## config.mk

```make
export PLATFORM = sky130hd
export DESIGN_NAME = atp_host
export DESIGN_NICKNAME = d
export VERILOG_FILES = /design/src/verilog/atp_pkg.sv /design/src/verilog/atp_skid.sv /design/src/verilog/atp_host.sv
export SDC_FILE = /design/constraint.sdc
export NUM_CORES = 1
export LEC_CHECK = 0
export ABC_CLOCK_PERIOD_IN_PS = 19000
export BUFFER_PORTS_ARGS = -buffer_cell sky130_fd_sc_hd__buf_2
export CAP_MARGIN = 20
export CORE_MARGIN = 5
export CORE_UTILIZATION = 40
export DETAILED_ROUTE_END_ITERATION = 7
export HOLD_SLACK_MARGIN = 0.08
export PLACE_DENSITY_LB_ADDON = 0.05
export RECOVER_POWER = 100
export SETUP_SLACK_MARGIN = 0.02
export SLEW_MARGIN = 30
export SYNTH_ARGS = -nofsm -noshare
export SYNTH_HDL_FRONTEND = slang
export SYNTH_HIERARCHICAL = 1
export SYNTH_SLANG_ARGS = --single-unit
export TNS_END_PERCENT = 20
```

## constraint.sdc

```tcl
create_clock -name mclk -period 19 [get_ports mclk]
set_input_delay 3.8 -clock mclk [delete_from_list [all_inputs] [get_ports mclk]]
set_output_delay 3.8 -clock mclk [all_outputs]
set_load 0.01 [all_outputs]
```

## src/verilog/atp_pkg.sv

```systemverilog
// Package for the PIO host cycle engine: timing figures, cycle counts, types.
// Assumes a single 40 MHz clock; all counts are derived from ns figures.
package atp_pkg;
  localparam int unsigned CLK_PERIOD_NS = 25;
  localparam int unsigned CW = 8;  // Width of phase counters

  // Round up for minimums, down for maximums, never below one cycle
  function automatic logic [CW-1:0] atp_ceil(input int unsigned ns);
    int unsigned c;
    c = (ns + CLK_PERIOD_NS - 1) / CLK_PERIOD_NS;
    if (c < 1) c = 1;
    return c[CW-1:0];
  endfunction
  function automatic logic [CW-1:0] atp_floor(input int unsigned ns);
    int unsigned c;
    c = ns / CLK_PERIOD_NS;
    if (c < 1) c = 1;
    return c[CW-1:0];
  endfunction

  // Per-mode figures in ns, modes 0..6
  localparam int unsigned T_CYCLE_NS [7] = '{600, 383, 240, 180, 120, 100, 80};
  localparam int unsigned T_ACT16_NS [7] = '{165, 125, 100, 80, 70, 65, 55};
  localparam int unsigned T_ACT8_NS  [7] = '{290, 290, 290, 80, 70, 65, 55};
  localparam int unsigned T_REC_NS   [7] = '{0, 0, 0, 70, 25, 25, 20};
  localparam int unsigned T_SETUP_NS [7] = '{70, 50, 30, 30, 25, 15, 10};
  localparam int unsigned T_HOLD_NS  [7] = '{20, 15, 10, 10, 10, 10, 10};
  localparam int unsigned T_W16_NS   [7] = '{90, 50, 40, 0, 0, 0, 0};
  localparam int unsigned T_TRI_NS   [7] = '{30, 30, 30, 30, 30, 20, 20};
  localparam int unsigned T_RDY_SAMPLE_NS = 35;
  localparam int unsigned T_RDY_MAX_NS    = 1250;
  localparam logic [2:0]  MODE_MAX        = 3'h6;
  localparam logic [2:0]  MODE_NO_WAIT    = 3'h5;
  localparam logic [2:0]  MODE_W16_LAST   = 3'h2;

  // Host request word
  typedef struct packed {
    logic        write;
    logic        wide;      // 16-bit data access
    logic [1:0]  sel;       // Block select, one-hot active high
    logic [2:0]  addr;
    logic [15:0] wdata;
  } atp_req_t;

  // Completion word
  typedef struct packed {
    logic        write;
    logic        timeout;   // Ready held low past its longest stretch
    logic        is16;      // Width indicator seen (modes 0..2 only)
    logic [15:0] rdata;
  } atp_rsp_t;

  typedef enum logic [2:0] {
    ST_IDLE  = 3'b000,
    ST_SETUP = 3'b001,
    ST_ACT   = 3'b010,
    ST_WAIT  = 3'b011,
    ST_HOLD  = 3'b100,
    ST_REC   = 3'b101
  } atp_state_t;
endpackage

```

## src/verilog/atp_skid.sv

```systemverilog
// Two-entry buffer with valid/ready on both sides.
// Assumes the consumer may stall indefinitely; nothing is dropped.
module atp_skid
  import atp_pkg::*;
(
  input  wire logic     mclk,
  input  wire logic     rst_b,
  input  wire atp_rsp_t in_data,
  input  wire logic     in_valid,
  output logic          in_ready,
  output atp_rsp_t      out_data,
  output logic          out_valid,
  input  wire logic     out_ready
);
  atp_rsp_t   mem_r [2];
  logic       wp_r;
  logic       rp_r;
  logic [1:0] cnt_r;
  logic       push;
  logic       pop;

  // Honest full/empty from the occupancy count
  assign in_ready  = (cnt_r != 2'h2);
  assign out_valid = (cnt_r != 2'h0);
  assign out_data  = mem_r[rp_r];
  assign push      = in_valid && in_ready;
  assign pop       = out_valid && out_ready;

  // Storage writes
  always_ff @(posedge mclk) begin
    if (push) begin
      mem_r[wp_r] <= in_data;
    end
  end

  // Pointers and count
  always_ff @(posedge mclk) begin
    if (!rst_b) begin
      wp_r  <= 1'b0;
      rp_r  <= 1'b0;
      cnt_r <= 2'h0;
    end else begin
      if (push) wp_r <= ~wp_r;
      if (pop) rp_r <= ~rp_r;
      cnt_r <= cnt_r + {1'b0, push} - {1'b0, pop};
    end
  end
endmodule

```

## src/verilog/atp_host.sv

```systemverilog
// PIO host cycle engine: turns requests into timed strobe cycles on the port.
// Assumes device pins are synchronous to mclk; data bus is split in/out/oe.
module atp_host
  import atp_pkg::*;
(
  input  wire logic     mclk,
  input  wire logic     rst_b,
  input  wire logic [2:0] pio_mode,
  input  wire atp_req_t req_data,
  input  wire logic     req_valid,
  output logic          req_ready,
  output atp_rsp_t      rsp_data,
  output logic          rsp_valid,
  input  wire logic     rsp_ready,
  output logic          host_read_strobe_n,
  output logic          host_write_strobe_n,
  output logic          select_block0_n,
  output logic          select_block1_n,
  output logic [2:0]    reg_addr,
  input  wire logic [15:0] host_data_bus_in,
  output logic [15:0]   host_data_bus_out,
  output logic          host_data_bus_oe,
  input  wire logic     cycle_ready,
  input  wire logic     width16_indicator_n
);
  atp_state_t state_r;
  atp_req_t   cur_r;
  logic [2:0] mode_r;
  logic [CW-1:0] ph_cnt_r;    // Cycles spent in current phase
  logic [CW-1:0] cyc_cnt_r;   // Cycles since strobe start
  logic [CW-1:0] wait_cnt_r;  // Cycles ready held low
  logic       timeout_r;
  logic       is16_r;
  logic [15:0] rdata_r;
  logic       fifo_valid_r;
  logic       fifo_in_ready;
  atp_rsp_t   fifo_out;
  logic       fifo_out_valid;
  logic       req_ready_r;
  logic       rsp_valid_r;
  atp_rsp_t   rsp_r;
  atp_rsp_t   fifo_in;
  logic [CW-1:0] n_setup, n_act, n_rec, n_cycle, n_hold, n_tri, n_w16;
  logic [CW-1:0] n_sample, n_rdy_max;
  logic       use_ready;
  logic       act_done;

  // Per-mode cycle counts, looked up from the latched mode
  always_comb begin
    n_setup   = atp_ceil(T_SETUP_NS[mode_r]);
    n_act     = cur_r.wide ? atp_ceil(T_ACT16_NS[mode_r])
                           : atp_ceil(T_ACT8_NS[mode_r]);
    n_rec     = atp_ceil(T_REC_NS[mode_r]);
    n_cycle   = atp_ceil(T_CYCLE_NS[mode_r]);
    n_hold    = atp_ceil(T_HOLD_NS[mode_r]);
    n_tri     = atp_ceil(T_TRI_NS[mode_r]);
    n_w16     = atp_floor(T_W16_NS[mode_r]);
    n_sample  = atp_ceil(T_RDY_SAMPLE_NS);
    n_rdy_max = atp_floor(T_RDY_MAX_NS);
    use_ready = (mode_r < MODE_NO_WAIT);
    act_done  = (ph_cnt_r >= n_act - 8'h01) && (ph_cnt_r >= n_sample);
  end

  // Phase sequencer
  always_ff @(posedge mclk) begin
    if (!rst_b) begin
      state_r   <= ST_IDLE;
      cur_r     <= '0;
      mode_r    <= 3'h0;
      ph_cnt_r  <= '0;
      cyc_cnt_r <= '0;
      wait_cnt_r <= '0;
    end else begin
      ph_cnt_r  <= ph_cnt_r + 8'h01;
      if (cyc_cnt_r != 8'hff) cyc_cnt_r <= cyc_cnt_r + 8'h01;
      case (state_r)
        ST_IDLE: begin
          if (req_valid && req_ready_r) begin
            cur_r    <= req_data;
            mode_r   <= (pio_mode > MODE_MAX) ? MODE_MAX : pio_mode;
            ph_cnt_r <= '0;
            state_r  <= ST_SETUP;
          end
        end
        ST_SETUP: begin
          if (ph_cnt_r >= n_setup - 8'h01) begin
            ph_cnt_r   <= '0;
            cyc_cnt_r  <= '0;
            wait_cnt_r <= '0;
            state_r    <= ST_ACT;
          end
        end
        ST_ACT: begin
          // Ready is looked at only at the sample point, so a dip that
          // recovers before it inserts no wait
          if (act_done) begin
            if (use_ready && !cycle_ready) begin
              state_r <= ST_WAIT;
            end else begin
              ph_cnt_r <= '0;
              state_r  <= ST_HOLD;
            end
          end
        end
        ST_WAIT: begin
          wait_cnt_r <= wait_cnt_r + 8'h01;
          if (cycle_ready || wait_cnt_r >= n_rdy_max) begin
            ph_cnt_r <= '0;
            state_r  <= ST_HOLD;
          end
        end
        ST_HOLD: begin
          // Address hold after strobe end; reads also wait out bus release
          if (ph_cnt_r >= n_hold - 8'h01 &&
              (cur_r.write || ph_cnt_r >= n_tri - 8'h01)) begin
            ph_cnt_r <= '0;
            state_r  <= ST_REC;
          end
        end
        ST_REC: begin
          if (ph_cnt_r >= n_rec - 8'h01 &&
              cyc_cnt_r >= n_cycle - 8'h01 - n_setup &&
              fifo_in_ready) begin
            state_r <= ST_IDLE;
          end
        end
        default: state_r <= ST_IDLE;
      endcase
    end
  end

  // Strobes, selects and address straight from flops
  always_ff @(posedge mclk) begin
    if (!rst_b) begin
      host_read_strobe_n  <= 1'b1;
      host_write_strobe_n <= 1'b1;
      select_block0_n     <= 1'b1;
      select_block1_n     <= 1'b1;
      reg_addr            <= 3'h0;
      host_data_bus_out   <= 16'h0000;
      host_data_bus_oe    <= 1'b0;
    end else begin
      host_read_strobe_n  <= !(((state_r == ST_SETUP) &&
                             (ph_cnt_r >= n_setup - 8'h01) && !cur_r.write) ||
                             (((state_r == ST_ACT) && !act_done) ||
                              ((state_r == ST_ACT) && use_ready &&
                               !cycle_ready) ||
                              ((state_r == ST_WAIT) && !cycle_ready &&
                               wait_cnt_r < n_rdy_max)) && !cur_r.write);
      host_write_strobe_n <= !(((state_r == ST_SETUP) &&
                             (ph_cnt_r >= n_setup - 8'h01) && cur_r.write) ||
                             (((state_r == ST_ACT) && !act_done) ||
                              ((state_r == ST_ACT) && use_ready &&
                               !cycle_ready) ||
                              ((state_r == ST_WAIT) && !cycle_ready &&
                               wait_cnt_r < n_rdy_max)) && cur_r.write);
      if (state_r == ST_IDLE && req_valid && req_ready_r) begin
        select_block0_n   <= !req_data.sel[0];
        select_block1_n   <= !req_data.sel[1];
        reg_addr          <= req_data.addr;
        host_data_bus_out <= req_data.wide ? req_data.wdata
                             : {8'h00, req_data.wdata[7:0]};
        host_data_bus_oe  <= req_data.write;
      end else if (state_r == ST_REC) begin
        select_block0_n  <= 1'b1;
        select_block1_n  <= 1'b1;
        host_data_bus_oe <= 1'b0;
      end
    end
  end

  // Capture of read data, width indicator and timeout
  always_ff @(posedge mclk) begin
    if (!rst_b) begin
      rdata_r   <= 16'h0000;
      is16_r    <= 1'b0;
      timeout_r <= 1'b0;
    end else begin
      if (state_r == ST_SETUP) begin
        timeout_r <= 1'b0;
        is16_r    <= 1'b0;
      end
      if (state_r == ST_ACT && ph_cnt_r == 8'h00 &&
          mode_r <= MODE_W16_LAST && n_setup + 8'h01 > n_w16) begin
        is16_r <= !width16_indicator_n;
      end
      if ((state_r == ST_ACT && act_done && !(use_ready && !cycle_ready)) ||
          (state_r == ST_WAIT && cycle_ready)) begin
        rdata_r <= cur_r.wide ? host_data_bus_in
                   : {8'h00, host_data_bus_in[7:0]};
      end
      if (state_r == ST_WAIT && !cycle_ready && wait_cnt_r >= n_rdy_max) begin
        timeout_r <= 1'b1;
      end
    end
  end

  // Completion push into the buffer at end of recovery
  always_ff @(posedge mclk) begin
    if (!rst_b) begin
      fifo_valid_r <= 1'b0;
    end else begin
      fifo_valid_r <= (state_r == ST_REC) && (ph_cnt_r >= n_rec - 8'h01) &&
                      (cyc_cnt_r >= n_cycle - 8'h01 - n_setup) &&
                      fifo_in_ready;
    end
  end

  // Completion word as it enters the buffer; held until the next take
  assign fifo_in = '{write: cur_r.write, timeout: timeout_r,
                     is16: is16_r, rdata: rdata_r};

  atp_skid u_skid (
    .mclk      (mclk),
    .rst_b     (rst_b),
    .in_data   (fifo_in),
    .in_valid  (fifo_valid_r),
    .in_ready  (fifo_in_ready),
    .out_data  (fifo_out),
    .out_valid (fifo_out_valid),
    .out_ready (!rsp_valid_r || rsp_ready)
  );

  // Registered request and response handshakes
  always_ff @(posedge mclk) begin
    if (!rst_b) begin
      req_ready_r <= 1'b0;
      rsp_valid_r <= 1'b0;
      rsp_r       <= '0;
    end else begin
      req_ready_r <= (state_r == ST_IDLE) && !(req_valid && req_ready_r) &&
                     !fifo_valid_r;
      if (!rsp_valid_r || rsp_ready) begin
        rsp_valid_r <= fifo_out_valid;
        rsp_r       <= fifo_out;
      end
    end
  end

  assign req_ready = req_ready_r;
  assign rsp_valid = rsp_valid_r;
  assign rsp_data  = rsp_r;
endmodule

```

**Word level (Yosys, flattened, before mapping)**

Memory sizes are Yosys's and may differ from the RTL's. A register that Yosys moved wholly into a read port is not among the register bits.
Cells that the tools add are included.

- Flip-flop bits (word level): 81
- Memory bits (writable): 38
- ROM bits: 2048
- Input port bits: 48
- Output and inout bits: 45
- Logic and storage cells: 226
- Memories kept: 9

Memory list:

| memory | depth | width | read ports | clocked after Yosys merged registers in | write ports | line | RTL |
|---|---|---|---|---|---|---|---|
| (no name shown) | 8 | 32 | 1 | 0 | 0 | atp_host.sv:57 | `n_w16 = atp_floor(T_W16_NS[mode_r]);` |
| (no name shown) | 8 | 32 | 1 | 0 | 0 | atp_host.sv:56 | `n_tri = atp_ceil(T_TRI_NS[mode_r]);` |
| (no name shown) | 8 | 32 | 1 | 0 | 0 | atp_host.sv:55 | `n_hold = atp_ceil(T_HOLD_NS[mode_r]);` |
| (no name shown) | 8 | 32 | 1 | 0 | 0 | atp_host.sv:54 | `n_cycle = atp_ceil(T_CYCLE_NS[mode_r]);` |
| (no name shown) | 8 | 32 | 1 | 0 | 0 | atp_host.sv:53 | `n_rec = atp_ceil(T_REC_NS[mode_r]);` |
| (no name shown) | 8 | 32 | 1 | 0 | 0 | atp_host.sv:52 | `: atp_ceil(T_ACT8_NS[mode_r]);` |
| +3 memories | -- | -- | -- | -- | -- | -- |  |

- Add/subtract/negate cells: 27
- Div/mod/pow operators: 8
- Order comparisons: 22
- Equality and inequality tests: 13
- Mux-type cells: 58
- Bitwise logic cells: 3
- Reductions and logical operators: 63

Operators by type and width:

| operator | number |
|---|---|
| $mux 32 | 16 |
| $div 32x5->32 const B | 8 |
| $lt 32x1->1 const B | 8 |
| $add 32x5->32 const B | 7 |
| $sub 32x1->32 const B | 7 |
| $mux 8 | 19 |
| $ge 8x8->1 | 6 |
| $sub 8x1->8 const B | 6 |
| $pmux 8 s5 | 1 |
| $add 8x1->8 const B | 4 |
| $logic_and 1x1->1 | 32 |
| $mux 16 | 2 |
| $mux 3 | 8 |
| $pmux 3 s6 | 1 |
| $pmux 8 s2 | 1 |
| $logic_not 1->1 | 13 |
| $mux 1 | 10 |
| $ne 2x2->1 const B | 5 |
| $reduce_bool 2->1 | 5 |
| $ge 8x2->1 const B | 1 |
| $ge 8x6->1 const B | 1 |
| $gt 8x8->1 | 1 |
| $logic_not 8->1 | 1 |
| $logic_or 1x1->1 | 8 |
| other kinds (18) | 23 |

**Depth between registers and ports, before layout**

- Word-level depth: 20
- Gate-level depth with buffers: 52
- Mapped depth without buffers: 47

**Hierarchy**

Netlist, hierarchy kept.

Modules (own cells, without submodules):

| module | times used | cells each | area each (µm²) | sequential area each (µm²) |
|---|---|---|---|---|
| atp_host | 1 | 1096 | 8003.9 | 1921.8 |
| atp_skid | 1 | 83 | 1659.1 | 1241.2 |

**Worst setup path before layout**

Ideal clock, no wire load.

- Path kind: register to register
- Start: register mode_r[1]
- End: register state_r[2]
- Setup time: 0.065 ns
- Arrival time: 10.004 ns
- Data required time: 18.935 ns
- Setup slack: 8.931 ns
- Cell stages (with the launch flop): 50
- Path buffers: 4
- Clock period less this slack: 10.069 ns
- Cell sequence: dfxtp_1 > buf_6 > inv_1 > ha_1 > clkbuf_1 > nand2_1 > a21boi_0 > ha_1 > clkbuf_2 > or3b_2 > a211oi_2 > mux2i_1 > a41oi_1 > ha_1 > o21ai_0 > o31a_1 > nand2_1 > a221o_1 > [14 not listed] > ha_1 > fa_1 > inv_1 > ha_1 > a21oi_1 > nor2b_1 > o21ai_0 > nand2b_1 > a21oi_1 > nor2b_1 > o21ai_0 > nand2b_1 > a21oi_1 > nor2_1 > nand2_1 > nand2_1 > o32a_1 > nor2_1

- Word-level cells in the longest chain between the ends: 16
- Elaborated cells on any way between the ends: 86
- Those cells by class: add/sub (21); div (7); order compare (14); eq/ne (4); mux (25); bitwise (1); reduce/logical (7); memory (7)

RTL lines:

| what | line | RTL |
|---|---|---|
| from (decl) | atp_host.sv:28 | `logic [2:0] mode_r;` |
| from (signal assigned) | atp_host.sv:80 | `mode_r <= (pio_mode > MODE_MAX) ? MODE_MAX : pio_mode;` |
| $not 3->4 (not written as such) | -- |  |
| $mem_v2 8x32 | -- |  |
| $mux 32 (not written as such) (2 in series) | atp_host.sv:54 |  |
| $add 32x5->32 | atp_pkg.sv:10 | `c = (ns + CLK_PERIOD_NS - 1) / CLK_PERIOD_NS;` |
| $sub 32x1->32 | atp_pkg.sv:10 |  |
| $div 32x5->32 | atp_pkg.sv:10 |  |
| $lt 32x1->1 | atp_pkg.sv:11 | `if (c < 1) c = 1;` |
| $mux 8 | atp_pkg.sv:11 |  |
| $sub 8x1->8 | atp_host.sv:122 | `cyc_cnt_r >= n_cycle - 8'h01 - n_setup &&` |
| $sub 8x8->8 | atp_host.sv:122 |  |
| $ge 8x8->1 | atp_host.sv:122 |  |
| $logic_and 1x1->1 | atp_host.sv:121 | `if (ph_cnt_r >= n_rec - 8'h01 &&` |
| $logic_and 1x1->1 | atp_host.sv:122 |  |
| $ne 2x2->1 (no source line) | -- |  |
| $reduce_and 6->1 (no source line) | -- |  |
| to (signal assigned) | atp_host.sv:117 | `state_r <= ST_REC;` |
| to (signal assigned) | atp_host.sv:124 | `state_r <= ST_IDLE;` |
| to (signal assigned) | atp_host.sv:127 | `default: state_r <= ST_IDLE;` |
| to (decl) | atp_host.sv:26 | `atp_state_t state_r;` |

Several ways; a longest one is shown, not always the timed one. The select of a mux whose other input is x is not followed.
A chain may end at the register's enable or synchronous reset.

**Worst setup path in the final report**

- Start: register mode_r[2]
- End: register state_r[2]

Same word-level chain as after synthesis.

==> flow_summary_export.csv <==
group,metric,value,unit
logic_synthesis,ys_ff_latch,139,
global_routing,grt_pass1_vias,8192,
power_and_ir_drop,pwr_density_cell,131,nW/um2
place,dp.cells,1547,
global_routing,grt_max_degree,50,
place,place_hpwl,20.2,mm
run_status,violations,"max-capacitance violations, max-slew violations",
sta,fin_crit_sh,0.689,
clock_tree,clock_tree.root_cell,"clkbuf_16",
power_and_ir_drop,p_leak,4.22,nW
place,port_buffers,92,
detailed_routing,detail-route-antenna-nets,0,
layout,num_antenna_cells,0,
detailed_routing,firstDrtPassIters,5,
worst_setup_path,required,19350,ps
clock_tree,clkLatencyLatePin,420,ps
layout,finalNetCount,1374,
power_and_ir_drop,clkPwrFrac,0.228,
die,fp.coreArea,23600,um2
sta,final.setup.tns,0,ps
sta,fin_hold_ws,449,ps
die,die_w,165,um
detailed_routing,routed_wl,27.2,mm
sta,tightest_slew,2390,ps
logic_synthesis,seq_area_frac_synth,0.327,
die,die_area,27400,um2
logic_synthesis,synthArstFlopShare,0,
layout,fin_cells,1579,
global_routing,grt_overflow,0,
sta,timing.final.ws_setup,5900,ps
sta,rsz0062_at_grt,"no",
clock_tree,clockBufferDepth,2,
clock_tree,clkTransAtPathRegs,70,ps
logic_synthesis,synth_edf_count,38,
worst_setup_path,crit_path_max_incr_delay,1370,ps
die,io-pin-count,93,
worst_setup_path,criticalPathCategory,"reg -> reg",
detailed_routing,via_per_inst,5.42,
global_routing,grt_pass1_wl,43.7,mm
global_routing,grt_util_all_layers,0.200,
power_and_ir_drop,swShare,0.436,
sta,period_minus_slack,13100,ps
logic_synthesis,syn_avg_cell_area,8.20,um2
logic_synthesis,yosysWarnings,6,
worst_hold_path,worstHoldPathType,"reg -> reg",
die,start_util,0.409,
power_and_ir_drop,ir_drop,0.0000619,V
power_and_ir_drop,p_seq_frac,0.254,
logic_synthesis,synth_area_leader_cell,"dfxtp_1",
logic_synthesis,synth_area,9660,um2
worst_setup_path,cp.arrival,13450,ps
logic_synthesis,yosys-top-cells-area,"dfxtp_1, edfxtp_1, ha_1",
clock_tree,cts_sinks,139,
run,drv_cap,2,
power_and_ir_drop,p_comb_frac,0.518,
layout,num-fill-cells,2454,
worst_setup_path,crit_path_max_fanout,42,
clock_tree,cts_tree,"built",
detailed_routing,drtIter0Drc,511,
logic_synthesis,synthCells,1179,
sta,relSlewSlack,-0.593,
clock_tree,post_cts_buffers,0,
logic_synthesis,synth_top_area_frac,0.209,
logic_synthesis,yosys_most_used_dff,"dfxtp_1",
clock_tree,post_cts_resized,0,
worst_setup_path,start_kind,"flop",
sta,clock-skew-final,15.1,ps
sta,maxSlewViolCount,93,
place,finalWeightedCongestion,0.860,
place,dp_slack,7600,ps
sta,setup_violations,0,
sta,fmax,76.3,MHz
detailed_routing,wire_per_inst,17.2,um
detailed_routing,drc,0,
power_and_ir_drop,p_total,1.42,mW
worst_setup_path,crit_path_end_kind,"flop",
die,rows,56,
detailed_routing,dr_total_vias,8558,
run_status,outcome,"complete, but fails checks",
power_and_ir_drop,internal_power,0.799,mW
sta,hold_viol_final,0,
layout,syn_to_final_growth,12.1,%
clock_tree,htree_levels,4,
die,die_h,165,um
clock_tree,hold_buffers,0,
worst_setup_path,critPathSlowestCell,"clkbuf_1",
clock_tree,cts-buffers-inserted,17,
layout,drive_gt1_frac,0.102,
logic_synthesis,synth_cell_type_count,84,
power_and_ir_drop,p_sw,0.617,mW
global_routing,grt_antenna_before_repair,0,
-- cell usage after synthesis (4+ instances only) --
master	instances
a211o_1	4
a211oi_1	10
a21boi_0	6
a21o_1	10
a21oi_1	109
a31oi_1	14
and2_1	11
and3_1	12
buf_1	5
buf_6	4
clkbuf_1	45
dfxtp_1	101
edfxtp_1	38
ha_1	78
inv_1	43
mux2_2	13
mux2_4	10
mux2i_1	19
nand2_1	175
nand2b_1	21
nand3_1	43
nand3b_1	6
nand4_1	7
nor2_1	101
nor2b_1	18
nor3_1	34
nor3b_1	6
nor4_1	12
nor4b_1	4
o2111a_1	4
o211ai_1	5
o21a_1	6
o21ai_0	55
o21bai_1	4
o22ai_1	6
o311ai_0	4
o31ai_1	10
or2_2	6
or3_1	7
or4_1	4
xnor2_1	28
xor2_1	15
-- layout make-up --
type,count,area [um2],area share
multi-input cells,938,6060,0.559
flip-flops and latches,139,3160,0.292
repair buffers,105,469,0.0433
clock buffers,17,425,0.0393
well taps,319,399,0.0368
inverters,46,173,0.0159
clock inverters,15,145,0.0134
-- registers in the layout, indices dropped and copies added, names as in the netlist, 2 cells and up, named ones only --
name,cells
cyc_cnt_r,8
host_data_bus_out,16
rsp_data,19
state_r,3
cur_r,2
ph_cnt_r,8
reg_addr,3
u_skid/mem_r,38
u_skid/cnt_r,2
mode_r,3
rdata_r,16
wait_cnt_r,8
-- placed cells by master, fill, tap and decap left out, types with 6 or more instances in the layout --
master / synthesis / layout
nor2_1: 101 / 101
clkbuf_16: 0 / 17
a31oi_1: 14 / 14
edfxtp_1: 38 / 38
nand2_1: 175 / 175
xnor2_1: 28 / 28
mux2_2: 13 / 13
nand4_1: 7 / 7
dfxtp_1: 101 / 101
nand3b_1: 6 / 6
or3_1: 7 / 7
and3_1: 12 / 12
o22ai_1: 6 / 6
o31ai_1: 10 / 10
a21oi_1: 109 / 110
o21ai_0: 55 / 56
clkbuf_1: 45 / 55
buf_2: 3 / 45
and2_1: 11 / 11
a211oi_1: 10 / 11
nand3_1: 43 / 43
a21boi_0: 6 / 6
nor4_1: 12 / 12
nand2b_1: 21 / 21
inv_1: 43 / 44
nor2b_1: 18 / 18
ha_1: 78 / 78
a21o_1: 10 / 10
xor2_1: 15 / 15
mux2_4: 10 / 10
o21a_1: 6 / 6
nor3b_1: 6 / 6
mux2i_1: 19 / 19
nor3_1: 34 / 34
-- metal layers --
metal  global-route usage  routed length (um)  vias up
met5                    0                   0        -
met4               0.0476                 206        0
met3               0.0310                1080       12
met2                0.308               12300      177
met1                0.294               13600     4018
li1                     -                   -     4351
-- worst max-delay path: cells and delay by family (launching register included) --
| family | cells | cell delay [ps] |
|---|---|---|
| buffers and inverters | 3 | 2350 |
| and+or+nand+nor | 15 | 2440 |
| AOI/OAI and AO/OA | 18 | 5090 |
| DFF | 1 | 310 |
| xor gates and xnor gates | 1 | 250 |
| adders and majority gates | 6 | 1990 |
| muxes | 1 | 560 |
-- metrics by stage --
stage / area, um2 / util
after floorplan: 9670 / -
after global placement: 10400 / 0.439
after global routing: 10800 / 0.459
after CTS: 10900 / 0.463
final: 10800 / 0.459
after detailed placement: 10400 / 0.439
-- final timing paths --
| check | from | endpoint | slack (ps) | cells after the start |
|---|---|---|---|---|
| setup reg to reg | mode_r[2]$_SDFFE_PN0P_ | state_r[2]$_SDFFE_PN0P_ | 5900 | 44 |
| setup / recovery | mode_r[2]$_SDFFE_PN0P_ | state_r[2]$_SDFFE_PN0P_ | 5900 | 44 |
| hold / removal | rsp_data[10]$_SDFFE_PN0P_ | rsp_data[10]$_SDFFE_PN0P_ | 450 | 2 |
| hold reg to reg | rsp_data[10]$_SDFFE_PN0P_ | rsp_data[10]$_SDFFE_PN0P_ | 450 | 2 |
-- logic make-up (layout without fill, tap and decap cells) --
kind of cell / after synthesis / count (layout) / synth area share
buffers and inverters: 105 / 183 / 0.0461
AO/OA/AOI/OAI: 290 / 290 / 0.197
other: 1 / 4 / 0.000388
AND/OR/NAND/NOR: 480 / 480 / 0.237
adder cells (fa/ha/maj): 79 / 79 / 0.103
XOR/XNOR: 43 / 43 / 0.0390
multiplexers: 42 / 42 / 0.0504
flip-flops: 139 / 139 / 0.327
-- power by group through the flow --
stage,clock (mW),combinational [mW],sequential (mW)
after floorplan,0,0.584,0.357
after global placement,0,0.738,0.365
after detailed placement,0,0.737,0.366
after CTS,0.332,0.742,0.359
after global routing,0.346,0.829,0.364
final,0.323,0.733,0.360
Note: power is estimated with default switching activity, not from simulation.
